--- src/rtl/hc_frame_pkg.sv ---
// package: register map, field layout, reset values and carrier types for the irq mask / frame block
// Operation
// writing one to a mask-clear bit clears that interrupt enable bit
// writing zero to a mask-clear bit leaves that enable bit unchanged
// reading mask-clear returns the live interrupt enable mask
// mask-clear is read with code 05h, written with code 85h
// one at bit 31 of mask-clear turns off all interrupts; zero ignored
// hardware or soft reset leaves the master gate disabled
// bits 6, 5, 4 gate root port change, frame wrap, fatal fault
// bits 3, 2, 0 gate resume, frame begin, overrun; rest reserved
// frame interval is read with code 0Dh, written with code 8Dh
// bits 13..0 hold the 14-bit frame length in bit times
// frame length resets to 11999
// controller soft reset returns frame length to 11999
// each frame start loads the 15-bit packet budget into its counter
// software computes the packet budget; hardware never derives it
// software inverts the interval toggle whenever it writes frame length
// software may trim frame length at each frame start
// software saves frame length before soft reset, may restore it
// interrupt only when flag, its enable bit and master gate are set
// time-left counter at zero reloads from frame length next bit time
// time-left counter at zero copies interval toggle into its toggle
// reserved bits read zero and ignore writes
package hc_frame_pkg;

  // ----------------------------------------------------------------
  // command codes
  // ----------------------------------------------------------------
  localparam logic [7:0] CMD_MASK_CLEAR_RD = 8'h05;
  localparam logic [7:0] CMD_MASK_CLEAR_WR = 8'h85;
  localparam logic [7:0] CMD_MASK_SET_RD = 8'h04;
  localparam logic [7:0] CMD_MASK_SET_WR = 8'h84;
  localparam logic [7:0] CMD_FRAME_INTERVAL_RD = 8'h0D;
  localparam logic [7:0] CMD_FRAME_INTERVAL_WR = 8'h8D;
  localparam logic [7:0] CMD_TIME_LEFT_RD = 8'h0E;

  // ----------------------------------------------------------------
  // field layout
  // ----------------------------------------------------------------
  localparam int MASTER_GATE_BIT = 31;
  localparam int ROOT_PORT_CHANGE_BIT = 6;
  localparam int FRAME_COUNT_WRAP_BIT = 5;
  localparam int FATAL_SYSTEM_FAULT_BIT = 4;
  localparam int RESUME_SEEN_BIT = 3;
  localparam int FRAME_BEGIN_BIT = 2;
  localparam int SCHED_OVERRUN_BIT = 0;
  localparam logic [31:0] MASK_IMPL_BITS = 32'h8000007D;
  localparam int FRAME_LENGTH_LSB = 0;
  localparam int FRAME_LENGTH_W = 14;
  localparam int BUDGET_LSB = 16;
  localparam int BUDGET_W = 15;
  localparam int INTERVAL_TOGGLE_BIT = 31;
  localparam int TIME_LEFT_TOGGLE_BIT = 31;
  localparam int SOURCE_W = 7;

  // ----------------------------------------------------------------
  // reset values and timing
  // ----------------------------------------------------------------
  localparam logic [31:0] MASK_RESET = 32'h00000000;
  localparam logic [13:0] FRAME_LENGTH_NOMINAL = 14'h2EDF;
  localparam logic [14:0] BUDGET_RESET = 15'h0000;
  localparam logic [13:0] TIME_LEFT_RESET = 14'h0000;
  // 12 Mbit/s bit time at the 125 MHz clock, rounded down to whole cycles
  localparam int SYS_CLK_MHZ = 125;
  localparam int BIT_RATE_MHZ = 12;
  localparam int BIT_TIME_CYCLES = SYS_CLK_MHZ / BIT_RATE_MHZ;
  localparam logic [3:0] BIT_TIME_LAST = 4'(BIT_TIME_CYCLES - 1);

  // ----------------------------------------------------------------
  // carriers
  // ----------------------------------------------------------------
  typedef struct packed {
    logic [7:0] addr;
    logic [31:0] wdata;
    logic wr;
    logic rd;
  } reg_req_s;

  typedef struct packed {
    logic [13:0] count;
    logic toggle;
    logic [3:0] bit_div;
    logic frame_start;
  } frame_timer_s;

endpackage : hc_frame_pkg

--- src/rtl/hc_frame_timer.sv ---
// frame time-left down counter, reloaded from the frame length
module hc_frame_timer (
  input wire logic i_sys_clk,
  input wire logic i_rstn,
  input wire logic i_soft_reset,
  input wire logic i_run,
  input wire logic [13:0] i_frame_length,
  input wire logic i_interval_toggle,
  output hc_frame_pkg::frame_timer_s o_state
);
  import hc_frame_pkg::*;

  frame_timer_s s_q;
  frame_timer_s s_d;

  always_comb begin
    s_d = s_q;
    s_d.frame_start = 1'b0;
    if (i_soft_reset || !i_run) begin
      s_d.count = TIME_LEFT_RESET;
      s_d.toggle = 1'b0;
      s_d.bit_div = 4'h0;
    end else if (s_q.bit_div == BIT_TIME_LAST) begin
      s_d.bit_div = 4'h0;
      if (s_q.count == TIME_LEFT_RESET) begin
        s_d.count = i_frame_length;
        s_d.toggle = i_interval_toggle;
        s_d.frame_start = 1'b1;
      end else begin
        s_d.count = s_q.count - 14'h0001;
      end
    end else begin
      s_d.bit_div = s_q.bit_div + 4'h1;
    end
  end

  always_ff @(posedge i_sys_clk or negedge i_rstn) begin
    if (!i_rstn) begin
      s_q <= '0;
    end else begin
      s_q <= s_d;
    end
  end

  assign o_state = s_q;

  AST_RELOAD: assert property (@(posedge i_sys_clk) disable iff (!i_rstn)
    (i_run && !i_soft_reset && s_q.bit_div == BIT_TIME_LAST && s_q.count == 14'h0000)
    |=> (s_q.count == $past(i_frame_length) && s_q.frame_start))
    else $error("time-left counter not reloaded from frame length");

  AST_TOGGLE_COPY: assert property (@(posedge i_sys_clk) disable iff (!i_rstn)
    $rose(s_q.frame_start) |-> s_q.toggle == $past(i_interval_toggle))
    else $error("time-left toggle not copied from interval toggle");

endmodule : hc_frame_timer

--- src/rtl/hc_irq_mask_and_frame_interval.sv ---
// interrupt enable mask with clear path, frame interval register and frame timer hookup
module hc_irq_mask_and_frame_interval (
  input wire logic i_sys_clk,
  input wire logic i_rstn,
  input wire logic [7:0] i_addr,
  input wire logic [31:0] i_wdata,
  input wire logic i_wr,
  input wire logic i_rd,
  input wire logic i_controller_soft_reset,
  input wire logic i_run,
  input wire logic [6:0] i_source_flags,
  output logic [31:0] o_rdata,
  output logic o_irq,
  output logic o_frame_begin,
  output logic [14:0] o_packet_bit_budget_count,
  output logic [13:0] o_frame_time_left_count,
  output logic o_time_left_toggle
);
  import hc_frame_pkg::*;

  // ----------------------------------------------------------------
  // state
  // ----------------------------------------------------------------
  typedef struct packed {
    logic [31:0] enable_mask;
    logic [13:0] frame_length;
    logic [14:0] budget;
    logic interval_toggle;
    logic [14:0] budget_count;
    logic [31:0] rdata;
    logic irq;
    logic frame_begin;
    logic [13:0] time_left;
    logic time_left_toggle;
  } state_s;

  state_s s_q;
  state_s s_d;
  frame_timer_s timer;
  reg_req_s req;
  logic [31:0] interval_word;
  logic [31:0] time_left_word;

  assign req = '{addr: i_addr, wdata: i_wdata, wr: i_wr, rd: i_rd};

  hc_frame_timer u_timer (
    .i_sys_clk(i_sys_clk),
    .i_rstn(i_rstn),
    .i_soft_reset(i_controller_soft_reset),
    .i_run(i_run),
    .i_frame_length(s_q.frame_length),
    .i_interval_toggle(s_q.interval_toggle),
    .o_state(timer)
  );

  // reserved bits are simply never stored, so they read zero
  always_comb begin
    interval_word = '0;
    interval_word[INTERVAL_TOGGLE_BIT] = s_q.interval_toggle;
    interval_word[BUDGET_LSB +: BUDGET_W] = s_q.budget;
    interval_word[FRAME_LENGTH_LSB +: FRAME_LENGTH_W] = s_q.frame_length;
    time_left_word = '0;
    time_left_word[TIME_LEFT_TOGGLE_BIT] = timer.toggle;
    time_left_word[FRAME_LENGTH_LSB +: FRAME_LENGTH_W] = timer.count;
  end

  // ----------------------------------------------------------------
  // next state
  // ----------------------------------------------------------------
  always_comb begin
    s_d = s_q;
    s_d.rdata = '0;
    if (req.wr) begin
      case (req.addr)
        CMD_MASK_CLEAR_WR: begin
          // ones clear, zeros leave alone
          s_d.enable_mask = s_q.enable_mask & ~(req.wdata & MASK_IMPL_BITS);
        end
        CMD_MASK_SET_WR: begin
          s_d.enable_mask = s_q.enable_mask | (req.wdata & MASK_IMPL_BITS);
        end
        CMD_FRAME_INTERVAL_WR: begin
          s_d.interval_toggle = req.wdata[INTERVAL_TOGGLE_BIT];
          s_d.budget = req.wdata[BUDGET_LSB +: BUDGET_W];
          s_d.frame_length = req.wdata[FRAME_LENGTH_LSB +: FRAME_LENGTH_W];
        end
        default: begin
        end
      endcase
    end
    if (req.rd) begin
      case (req.addr)
        CMD_MASK_CLEAR_RD: s_d.rdata = s_q.enable_mask;
        CMD_MASK_SET_RD: s_d.rdata = s_q.enable_mask;
        CMD_FRAME_INTERVAL_RD: s_d.rdata = interval_word;
        CMD_TIME_LEFT_RD: s_d.rdata = time_left_word;
        default: s_d.rdata = '0;
      endcase
    end
    // soft reset wins over a same-cycle write to frame length or mask: the driver restores afterwards
    if (i_controller_soft_reset) begin
      s_d.frame_length = FRAME_LENGTH_NOMINAL;
      s_d.enable_mask = MASK_RESET;
    end
    if (timer.frame_start) begin
      s_d.budget_count = s_q.budget;
    end
    // one gate per source bit, master gate over all
    s_d.irq = s_q.enable_mask[MASTER_GATE_BIT] &&
              |(i_source_flags & s_q.enable_mask[SOURCE_W-1:0]);
    s_d.frame_begin = timer.frame_start;
    s_d.time_left = timer.count;
    s_d.time_left_toggle = timer.toggle;
  end

  always_ff @(posedge i_sys_clk or negedge i_rstn) begin
    if (!i_rstn) begin
      s_q <= '0;
      s_q.enable_mask <= MASK_RESET;
      s_q.frame_length <= FRAME_LENGTH_NOMINAL;
      s_q.budget <= BUDGET_RESET;
    end else begin
      s_q <= s_d;
    end
  end

  assign o_rdata = s_q.rdata;
  assign o_irq = s_q.irq;
  assign o_frame_begin = s_q.frame_begin;
  assign o_packet_bit_budget_count = s_q.budget_count;
  assign o_frame_time_left_count = s_q.time_left;
  assign o_time_left_toggle = s_q.time_left_toggle;

  // ----------------------------------------------------------------
  // checks
  // ----------------------------------------------------------------
  AST_CLEAR_ONES: assert property (@(posedge i_sys_clk) disable iff (!i_rstn)
    (i_wr && i_addr == CMD_MASK_CLEAR_WR) |=> ((s_q.enable_mask & $past(i_wdata)) == 32'h0))
    else $error("written one did not clear enable bit");

  AST_CLEAR_ZEROS: assert property (@(posedge i_sys_clk) disable iff (!i_rstn)
    (i_wr && i_addr == CMD_MASK_CLEAR_WR && !i_controller_soft_reset)
    |=> ((s_q.enable_mask & ~$past(i_wdata)) == ($past(s_q.enable_mask) & ~$past(i_wdata))))
    else $error("written zero changed enable bit");

  AST_READ_MASK: assert property (@(posedge i_sys_clk) disable iff (!i_rstn)
    (i_rd && i_addr == CMD_MASK_CLEAR_RD) |=> o_rdata == $past(s_q.enable_mask))
    else $error("mask-clear read did not return enable mask");

  AST_MASTER_OFF: assert property (@(posedge i_sys_clk) disable iff (!i_rstn)
    (i_wr && i_addr == CMD_MASK_CLEAR_WR && i_wdata[31]) |=> ##1 !o_irq)
    else $error("interrupt after master gate cleared");

  AST_SOFT_RESET: assert property (@(posedge i_sys_clk) disable iff (!i_rstn)
    i_controller_soft_reset |=> (!s_q.enable_mask[MASTER_GATE_BIT] ##1 !o_irq))
    else $error("master gate not disabled by soft reset");

  AST_NOMINAL: assert property (@(posedge i_sys_clk) disable iff (!i_rstn)
    i_controller_soft_reset |=> s_q.frame_length == FRAME_LENGTH_NOMINAL)
    else $error("frame length not nominal after soft reset");

  AST_BUDGET_LOAD: assert property (@(posedge i_sys_clk) disable iff (!i_rstn)
    timer.frame_start |=> o_packet_bit_budget_count == $past(s_q.budget))
    else $error("budget counter not loaded at frame start");

  AST_IRQ_GATE: assert property (@(posedge i_sys_clk) disable iff (!i_rstn)
    o_irq |-> $past(s_q.enable_mask[31]) && ($past(i_source_flags & s_q.enable_mask[6:0]) != 7'h0))
    else $error("interrupt without flag, enable and master gate");

  AST_RESERVED: assert property (@(posedge i_sys_clk) disable iff (!i_rstn)
    (s_q.enable_mask & ~MASK_IMPL_BITS) == 32'h0 && interval_word[15:14] == 2'h0)
    else $error("reserved bit holds a value");

endmodule : hc_irq_mask_and_frame_interval

--- config.mk ---
export PLATFORM = sky130hd
export DESIGN_NAME = hc_irq_mask_and_frame_interval
export DESIGN_NICKNAME = d
export VERILOG_FILES = /design/src/rtl/hc_frame_pkg.sv /design/src/rtl/hc_frame_timer.sv /design/src/rtl/hc_irq_mask_and_frame_interval.sv
export SDC_FILE = /design/constraint.sdc
export NUM_CORES = 1
export LEC_CHECK = 0
export BUFFER_PORTS_ARGS = -buffer_cell sky130_fd_sc_hd__buf_2
export CORE_ASPECT_RATIO = 0.6
export CORE_UTILIZATION = 59
export CTS_BUF_LIST = sky130_fd_sc_hd__clkbuf_8 sky130_fd_sc_hd__clkbuf_16
export CTS_CLUSTER_DIAMETER = 50
export DETAILED_ROUTE_END_ITERATION = 6
export HOLD_SLACK_MARGIN = 0.05
export PLACE_DENSITY = 0.9
export SETUP_SLACK_MARGIN = 0.4
export SLEW_MARGIN = 5
export SYNTH_ARGS = -nofsm -noshare
export SYNTH_HDL_FRONTEND = slang
export SYNTH_SLANG_ARGS = --single-unit
--- constraint.sdc ---
create_clock -name i_sys_clk -period 4.7 [get_ports i_sys_clk]
set_input_delay 0.235 -clock i_sys_clk [delete_from_list [all_inputs] [get_ports i_sys_clk]]
set_output_delay 0.235 -clock i_sys_clk [all_outputs]
set_load 0.02 [all_outputs]
==> flow_metrics.py, run 1 <==
metrics = {
    "layout": {
        "diodes": 0,
        "final_cell_mix": "buf_2 (112), dfrtp_1 (109), nand2_1 (91)",
        "fill_cells": 583,
        "post-route-util_pct": 73.0,
        "area_delta_synth_final_pct": 17.2,
        "final_cells": 695,
        "drive_gt1_share_pct": 31.9,
        "nets": 627,
        "layout_commonest_cell": "buf_2",
    },
    "placed_design": {
        "globalplace.congestion": 0.951,
        "dp.final_hpwl_um": 8050,
        "dp_cells": 647,
        "numPortBuffers": 113,
    },
    "worst_setup_path": {
        "reg2regPathDepth": 6,
        "cpPeakStageDelay_ps": 440,
        "path_cells": "inv_1 -> ha_1 -> nor4b_4 -> nand4_2 -> and3_1 -> nor3_1",
        "cp_max_fo": 9,
        "cp-end-kind": "flip-flop",
        "slowest_stage": "dfrtp_1",
        "crit-reg2reg-launch": "u_timer.o_state[6]$_DFFE_PN0P_",
        "required_ps": 5010,
        "r2r_slack_ps": 2520,
        "critPathLaunchType": "flip-flop",
        "reg2reg_to": "u_timer.o_state[7]$_DFFE_PN0P_",
        "critical_path_class": "flip-flop to flip-flop",
        "arrival_ps": 2500,
    },
    "global_route": {
        "grt_max_degree": 76,
        "grt_usage_pct": 27.9,
        "grt_overflow": 0,
        "grt_pass1_wl_um": 20200,
        "antenna_found_initial": 0,
        "grt_pass1_vias": 4012,
    },
    "clock_tree": {
        "tritoncts": "yes",
        "clkSinkCount": 120,
        "numCtsBuffers": 17,
        "cts_root_buf": "clkbuf_16",
        "path_clk_slew_ps": 50,
        "clk_latency_ps": 410,
        "cts_max_level": 4,
        "clock_path_buffers": 2,
    },
    "yosys": {
        "synth_fp_nets": 559,
        "synthFlopType": "dfrtp_1",
        "synth-edff-count": 0,
        "netlist_instances": 503,
        "syn-mean-instance-area_um2": 10.8,
        "syn_area_um2": 5410,
        "ys_seq_area_share_pct": 55.8,
        "ys_async_sr_fraction_pct": 100,
        "yosys_warnings": 0,
        "yosys_register_bits": 120,
        "ys_types": 53,
    },
    "power_and_ir_drop": {
        "p_total_mw": 2.44,
        "p_comb_share_pct": 3.5,
        "ir_drop_mv": 0.243,
        "p_seq_share_pct": 43.0,
        "leakagePower_nw": 3.30,
        "power_per_cell_area_nw_per_um2": 384,
        "p_sw_share_pct": 20.6,
        "switchingPower_mw": 0.503,
        "power_frac_clock_pct": 53.4,
        "internal-power_mw": 1.93,
    },
    "drt": {
        "route.top_layer_used": "met4",
        "viasPerCell": 5.74,
        "drtPass1Iterations": 7,
        "antenna_left": 0,
        "wl_met2_um": 5770,
        "drt-initial-drc-count": 376,
        "vias": 3989,
        "drt-met1-wl_um": 5280,
        "drc": 8,
        "wl_um": 12400,
        "wl_met3_um": 1090,
        "post_drt_wl_per_cell_um": 17.9,
    },
    "timing": {
        "rsz0062_at_grt": "no",
        "finalSetupViolCount": 0,
        "layout_min_cycle_time_ps": 2180,
        "fin_crit_sh_pct": 46.5,
        "tns_ps": 0,
        "maxSlewHeadroom_pct": 37.9,
        "clock.fmax_ghz": 0.458,
        "skew_ps": 3.95,
        "slew_viol_final": 0,
        "worst_pin_slew_ps": 931,
        "whs_ps": 58.0,
        "hold_viol_final": 0,
    },
    "status": {
        "violations": "DRC",
        "status": "complete, but fails checks",
    },
    "floorplan": {
        "io_pins": 117,
        "row_count": 26,
        "die_w_um": 126,
        "dieArea_um2": 9560,
        "die_h_um": 76.2,
        "core_um2": 8690,
        "initial_utilization_pct": 62.3,
    },
    "min_path": {
        "worstHoldStart": "i_wdata[6]",
        "hp-class": "input pin to flip-flop",
        "holdPathEnd": "interval_word[6]$_DFFE_PN1P_",
        "whs_path_depth": 3,
    },
    "flow_run": {
        "cap_violations": 0,
    },
}
[critical path, delay by kind of cell, from the launching register on]
kind | cells | cell delay [ps]
simple gates | 4 | 1300
flops | 1 | 440
fa+ha+maj | 1 | 240
buf+inv | 1 | 100
[power groups by stage]
stage	Combinational (mW)	Clock, mW	Sequential [mW]
after floorplan	0.0240	0	1.06
after global placement	0.0715	0	1.07
after detailed placement	0.0742	0	1.07
after CTS	0.0855	1.32	1.05
after global routing	0.0954	1.37	1.05
final	0.0855	1.30	1.05
[how the worst max path moves through the flow]
stage,from,to,slack [ps],depth (start not counted)
floorplan,u_timer.o_state[6]$_DFFE_PN0P_,u_timer.o_state[18]$_DFFE_PN0P_,2910,6
global placement,i_addr[1],interval_word[10]$_DFFE_PN1P_,2500,6
detailed placement,i_addr[1],interval_word[10]$_DFFE_PN1P_,2450,6
CTS,u_timer.o_state[6]$_DFFE_PN0P_,u_timer.o_state[7]$_DFFE_PN0P_,2590,6
global route,u_timer.o_state[6]$_DFFE_PN0P_,u_timer.o_state[7]$_DFFE_PN0P_,2410,6
finish,u_timer.o_state[6]$_DFFE_PN0P_,u_timer.o_state[7]$_DFFE_PN0P_,2520,6
[cell type report]
type | count | area, µm² | share of cell area, %
repair buffers | 134 | 768 | 12.1
well taps | 112 | 140 | 2.21
flip-flops and latches | 120 | 3020 | 47.6
multi-input cells | 293 | 1790 | 28.3
clock buffers | 19 | 453 | 7.14
clock inverters | 12 | 151 | 2.39
inverters | 5 | 18.8 | 0.296
[registers in the layout, indices dropped and copies added (netlist names)]
name,cells
o_frame_begin,1
o_packet_bit_budget_count,15
interval_word,30
o_time_left_toggle,1
o_irq,1
o_rdata,31
u_timer.o_state,20
s_q,7
o_frame_time_left_count,14
[stage by stage]
step                setup slack (ps)  area, µm²
global placement                2500       5570
CTS                             2590       6340
global route                    2410       6340
floorplan                       2910       5410
detailed placement              2450       5570
finish                          2520       6340
[repair_timing]
action                                  CTS  global route
hold endpoints to repair                 84             0
endpoints found under the setup margin    0             0
buffers inserted                          0             0
resized for setup                         0             0
hold buffers                             17             0
[synthesized netlist by cell type, types with 4 or more instances]
master | number | area (µm²)
nand2b_1 | 6 | 37.5
nand2_1 | 91 | 342
buf_4 | 61 | 458
nor2_1 | 26 | 97.6
clkbuf_1 | 11 | 41.3
a21oi_1 | 10 | 50.1
a211o_1 | 4 | 35.0
and4_1 | 4 | 35.0
nor3_1 | 6 | 30.0
a31oi_1 | 5 | 31.3
and2_1 | 17 | 106
dfstp_2 | 11 | 289
a22o_1 | 7 | 61.3
buf_2 | 8 | 40.0
inv_1 | 5 | 18.8
a22oi_1 | 19 | 143
nor4_1 | 6 | 37.5
o21ai_0 | 8 | 40.0
mux2i_1 | 8 | 80.1
nand3b_1 | 11 | 82.6
mux2_2 | 15 | 169
nand3_1 | 8 | 40.0
dfrtp_1 | 109 | 2730
[routing by layer]
metal  vias up  GRT usage, %
li1       1792             -
met1      1944          37.6
met2       218          43.9
met3        35          5.83
met4         0          12.7
met5         -             0
[logic make-up (layout without fill, tap and decap cells)]
family,Yosys count,count (layout),synth area share [%]
simple gates,202,202,19.4
flops,120,120,55.8
buf+inv,90,170,11.1
compound gates,61,61,7.91
mux,23,23,4.60
fa+ha+maj,3,3,0.694
xor+xnor,3,3,0.486
other cells,1,1,0.0693
(Power assumes the default switching activity.)
==> run 2: changes to the inputs <==
- CORE_UTILIZATION: 59 -> 54
- PLACE_DENSITY: 0.9 -> 0.83
- clock period: 4.7 -> 2.3 ns (I/O delays scaled with it)
==> flow_metrics.py, run 2 (synthesis results as in run 1) <==
metrics = {
    "layout": {
        "area_delta_synth_final_pct": 23.7,
        "post-route-util_pct": 70.7,
        "layout_commonest_cell": "buf_2",
        "largest_reg_flops": 31,
        "diodes": 0,
        "drive_gt1_share_pct": 33.6,
        "final_cell_mix": "buf_2 (112), dfrtp_1 (108), nand2_1 (91)",
        "nets": 662,
        "fill_cells": 674,
    },
    "placed_design": {
        "globalplace.congestion": 0.861,
        "numPortBuffers": 113,
        "dp.final_hpwl_um": 8310,
    },
    "worst_setup_path": {
        "critical_path_class": "flip-flop to flip-flop",
        "reg2reg_to": "u_timer.o_state[18]$_DFFE_PN0P_",
        "reg2regPathDepth": 6,
        "critPathLaunchType": "flip-flop",
        "cp-end-kind": "flip-flop",
        "r2r_slack_ps": 470,
        "required_ps": 2600,
        "startpoint": "u_timer.o_state[7]$_DFFE_PN0P_",
        "crit-reg2reg-launch": "u_timer.o_state[7]$_DFFE_PN0P_",
        "cp-endpoint": "u_timer.o_state[18]$_DFFE_PN0P_",
        "arrival_ps": 2120,
        "cp_max_fo": 4,
    },
    "flow_run": {
        "cap_violations": 0,
    },
    "power_and_ir_drop": {
        "ir_drop_mv": 0.554,
        "leakagePower_nw": 3.46,
        "power_per_cell_area_nw_per_um2": 723,
        "p_total_mw": 4.84,
    },
    "global_route": {
        "grt_overflow": 0,
        "grt_pass1_wl_um": 20500,
        "grt_max_degree": 56,
        "antenna_found_initial": 0,
        "grt_pass1_vias": 3994,
        "grt_usage_pct": 26.3,
    },
    "timing": {
        "hold_viol_final": 0,
        "clock.fmax_ghz": 0.548,
        "finalSetupViolCount": 0,
        "fin_crit_sh_pct": 79.4,
        "worst_pin_slew_ps": 759,
        "maxSlewHeadroom_pct": 49.4,
        "skew_ps": 8.42,
        "layout_min_cycle_time_ps": 1830,
        "slew_viol_final": 0,
        "tns_ps": 0,
        "rsz0062_at_grt": "yes",
    },
    "floorplan": {
        "die_h_um": 79.5,
        "io_pins": 117,
        "row_count": 27,
        "initial_utilization_pct": 57.2,
        "core_um2": 9460,
        "dieArea_um2": 10400,
        "die_w_um": 131,
    },
    "drt": {
        "drc": 0,
        "drtPass1Iterations": 5,
        "wl_um": 12700,
        "drt-initial-drc-count": 268,
        "vias": 4045,
        "antenna_left": 0,
        "post_drt_wl_per_cell_um": 16.9,
        "viasPerCell": 5.40,
    },
    "clock_tree": {
        "path_clk_slew_ps": 50,
        "cts_max_level": 4,
        "clk_latency_ps": 420,
        "numCtsBuffers": 17,
        "clkSinkCount": 120,
        "tritoncts": "yes",
        "cts_root_buf": "clkbuf_16",
        "clock_path_buffers": 2,
    },
    "status": {
        "status": "complete, no violations",
    },
    "min_path": {
        "hp-class": "input pin to flip-flop",
    },
}
-- run 2: cell types whose count changed in the layout (fill, tap and decap cells not counted), moves of 2 or more --
| cell | before | now |
|---|---|---|
| clkinv_2 | 4 | 6 |
| clkinv_4 | 3 | 0 |
| inv_1 | 5 | 8 |
| buf_4 | 5 | 21 |
| nor4_1 | 6 | 4 |
| dlygate4sd3_1 | 17 | 35 |
-- run 2: what timing repair did --
item	CTS	global route
hold endpoints to repair	75	0
hold buffers	35	0
pin swaps	0	2
endpoints found under the setup margin	14	13
cloned	0	0
setup buffers	7	1
gates resized for setup	5	7
-- run 2: power by group --
group / switching, mW / internal [mW] / total [mW] / leakage (nW)
registers: 0.0119 / 2.13 / 2.14 / 1.63
logic: 0.108 / 0.0988 / 0.207 / 1.54
clock network: 0.898 / 1.59 / 2.49 / 0.290
total: 1.02 / 3.82 / 4.84 / 3.46
-- run 2: layout make-up --
| cell class | count | area (µm²) | area share, % |
|---|---|---|---|
| multi-input combinational | 293 | 1840 | 27.5 |
| clock buffer | 18 | 439 | 6.56 |
| clock inverter | 14 | 120 | 1.80 |
| sequential | 120 | 3020 | 45.1 |
| inverter | 5 | 18.8 | 0.281 |
| tap | 130 | 163 | 2.43 |
| timing repair buffer | 169 | 1090 | 16.3 |
-- run 2: worst min path at each step --
| stage | slack [ps] | cells after the start | start | endpoint |
|---|---|---|---|---|
| floorplan | -180 | 0 | i_rstn | interval_word[12]$_DFFE_PN0P_ |
| global placement | 140 | 1 | i_rstn | u_timer.o_state[1]$_DFF_PN0_ |
| detailed placement | 150 | 1 | i_rstn | u_timer.o_state[1]$_DFF_PN0_ |
| CTS | 60 | 3 | i_source_flags[0] | o_irq$_DFF_PN0_ |
| global route | 80 | 3 | i_source_flags[0] | o_irq$_DFF_PN0_ |
| finish | 70 | 3 | i_source_flags[2] | o_irq$_DFF_PN0_ |
-- run 2: metal layers --
metal / vias up / track usage, % / share of wire (%)
li1: 1863 / - / -
met1: 1958 / 36.2 / 46
met2: 199 / 39.7 / 45
met3: 25 / 6.41 / 7.4
met4: 0 / 11.5 / 1.7
met5: - / 0 / 0
-- run 2: critical path, stage by stage (launching register included) --
cell and delay [ps]:
dfrtp_2 400, inv_1 90, ha_4 160, or4b_4 510, nor4_4 290, mux2i_1 210
nor2_1 50
-- run 2: stage by stage --
stage          worst slack (ps)  area (µm²)  hold WS [ps]  std cells
6_report                    474        6690          65.0        749
2_1_floorplan               508        5410          -181        503
4_1_cts                     400        6650          64.9        748
5_1_grt                     385        6690          82.0        749
3_5_place_dp                263        5670           146        674
3_3_place_gp                324        5670           140        674
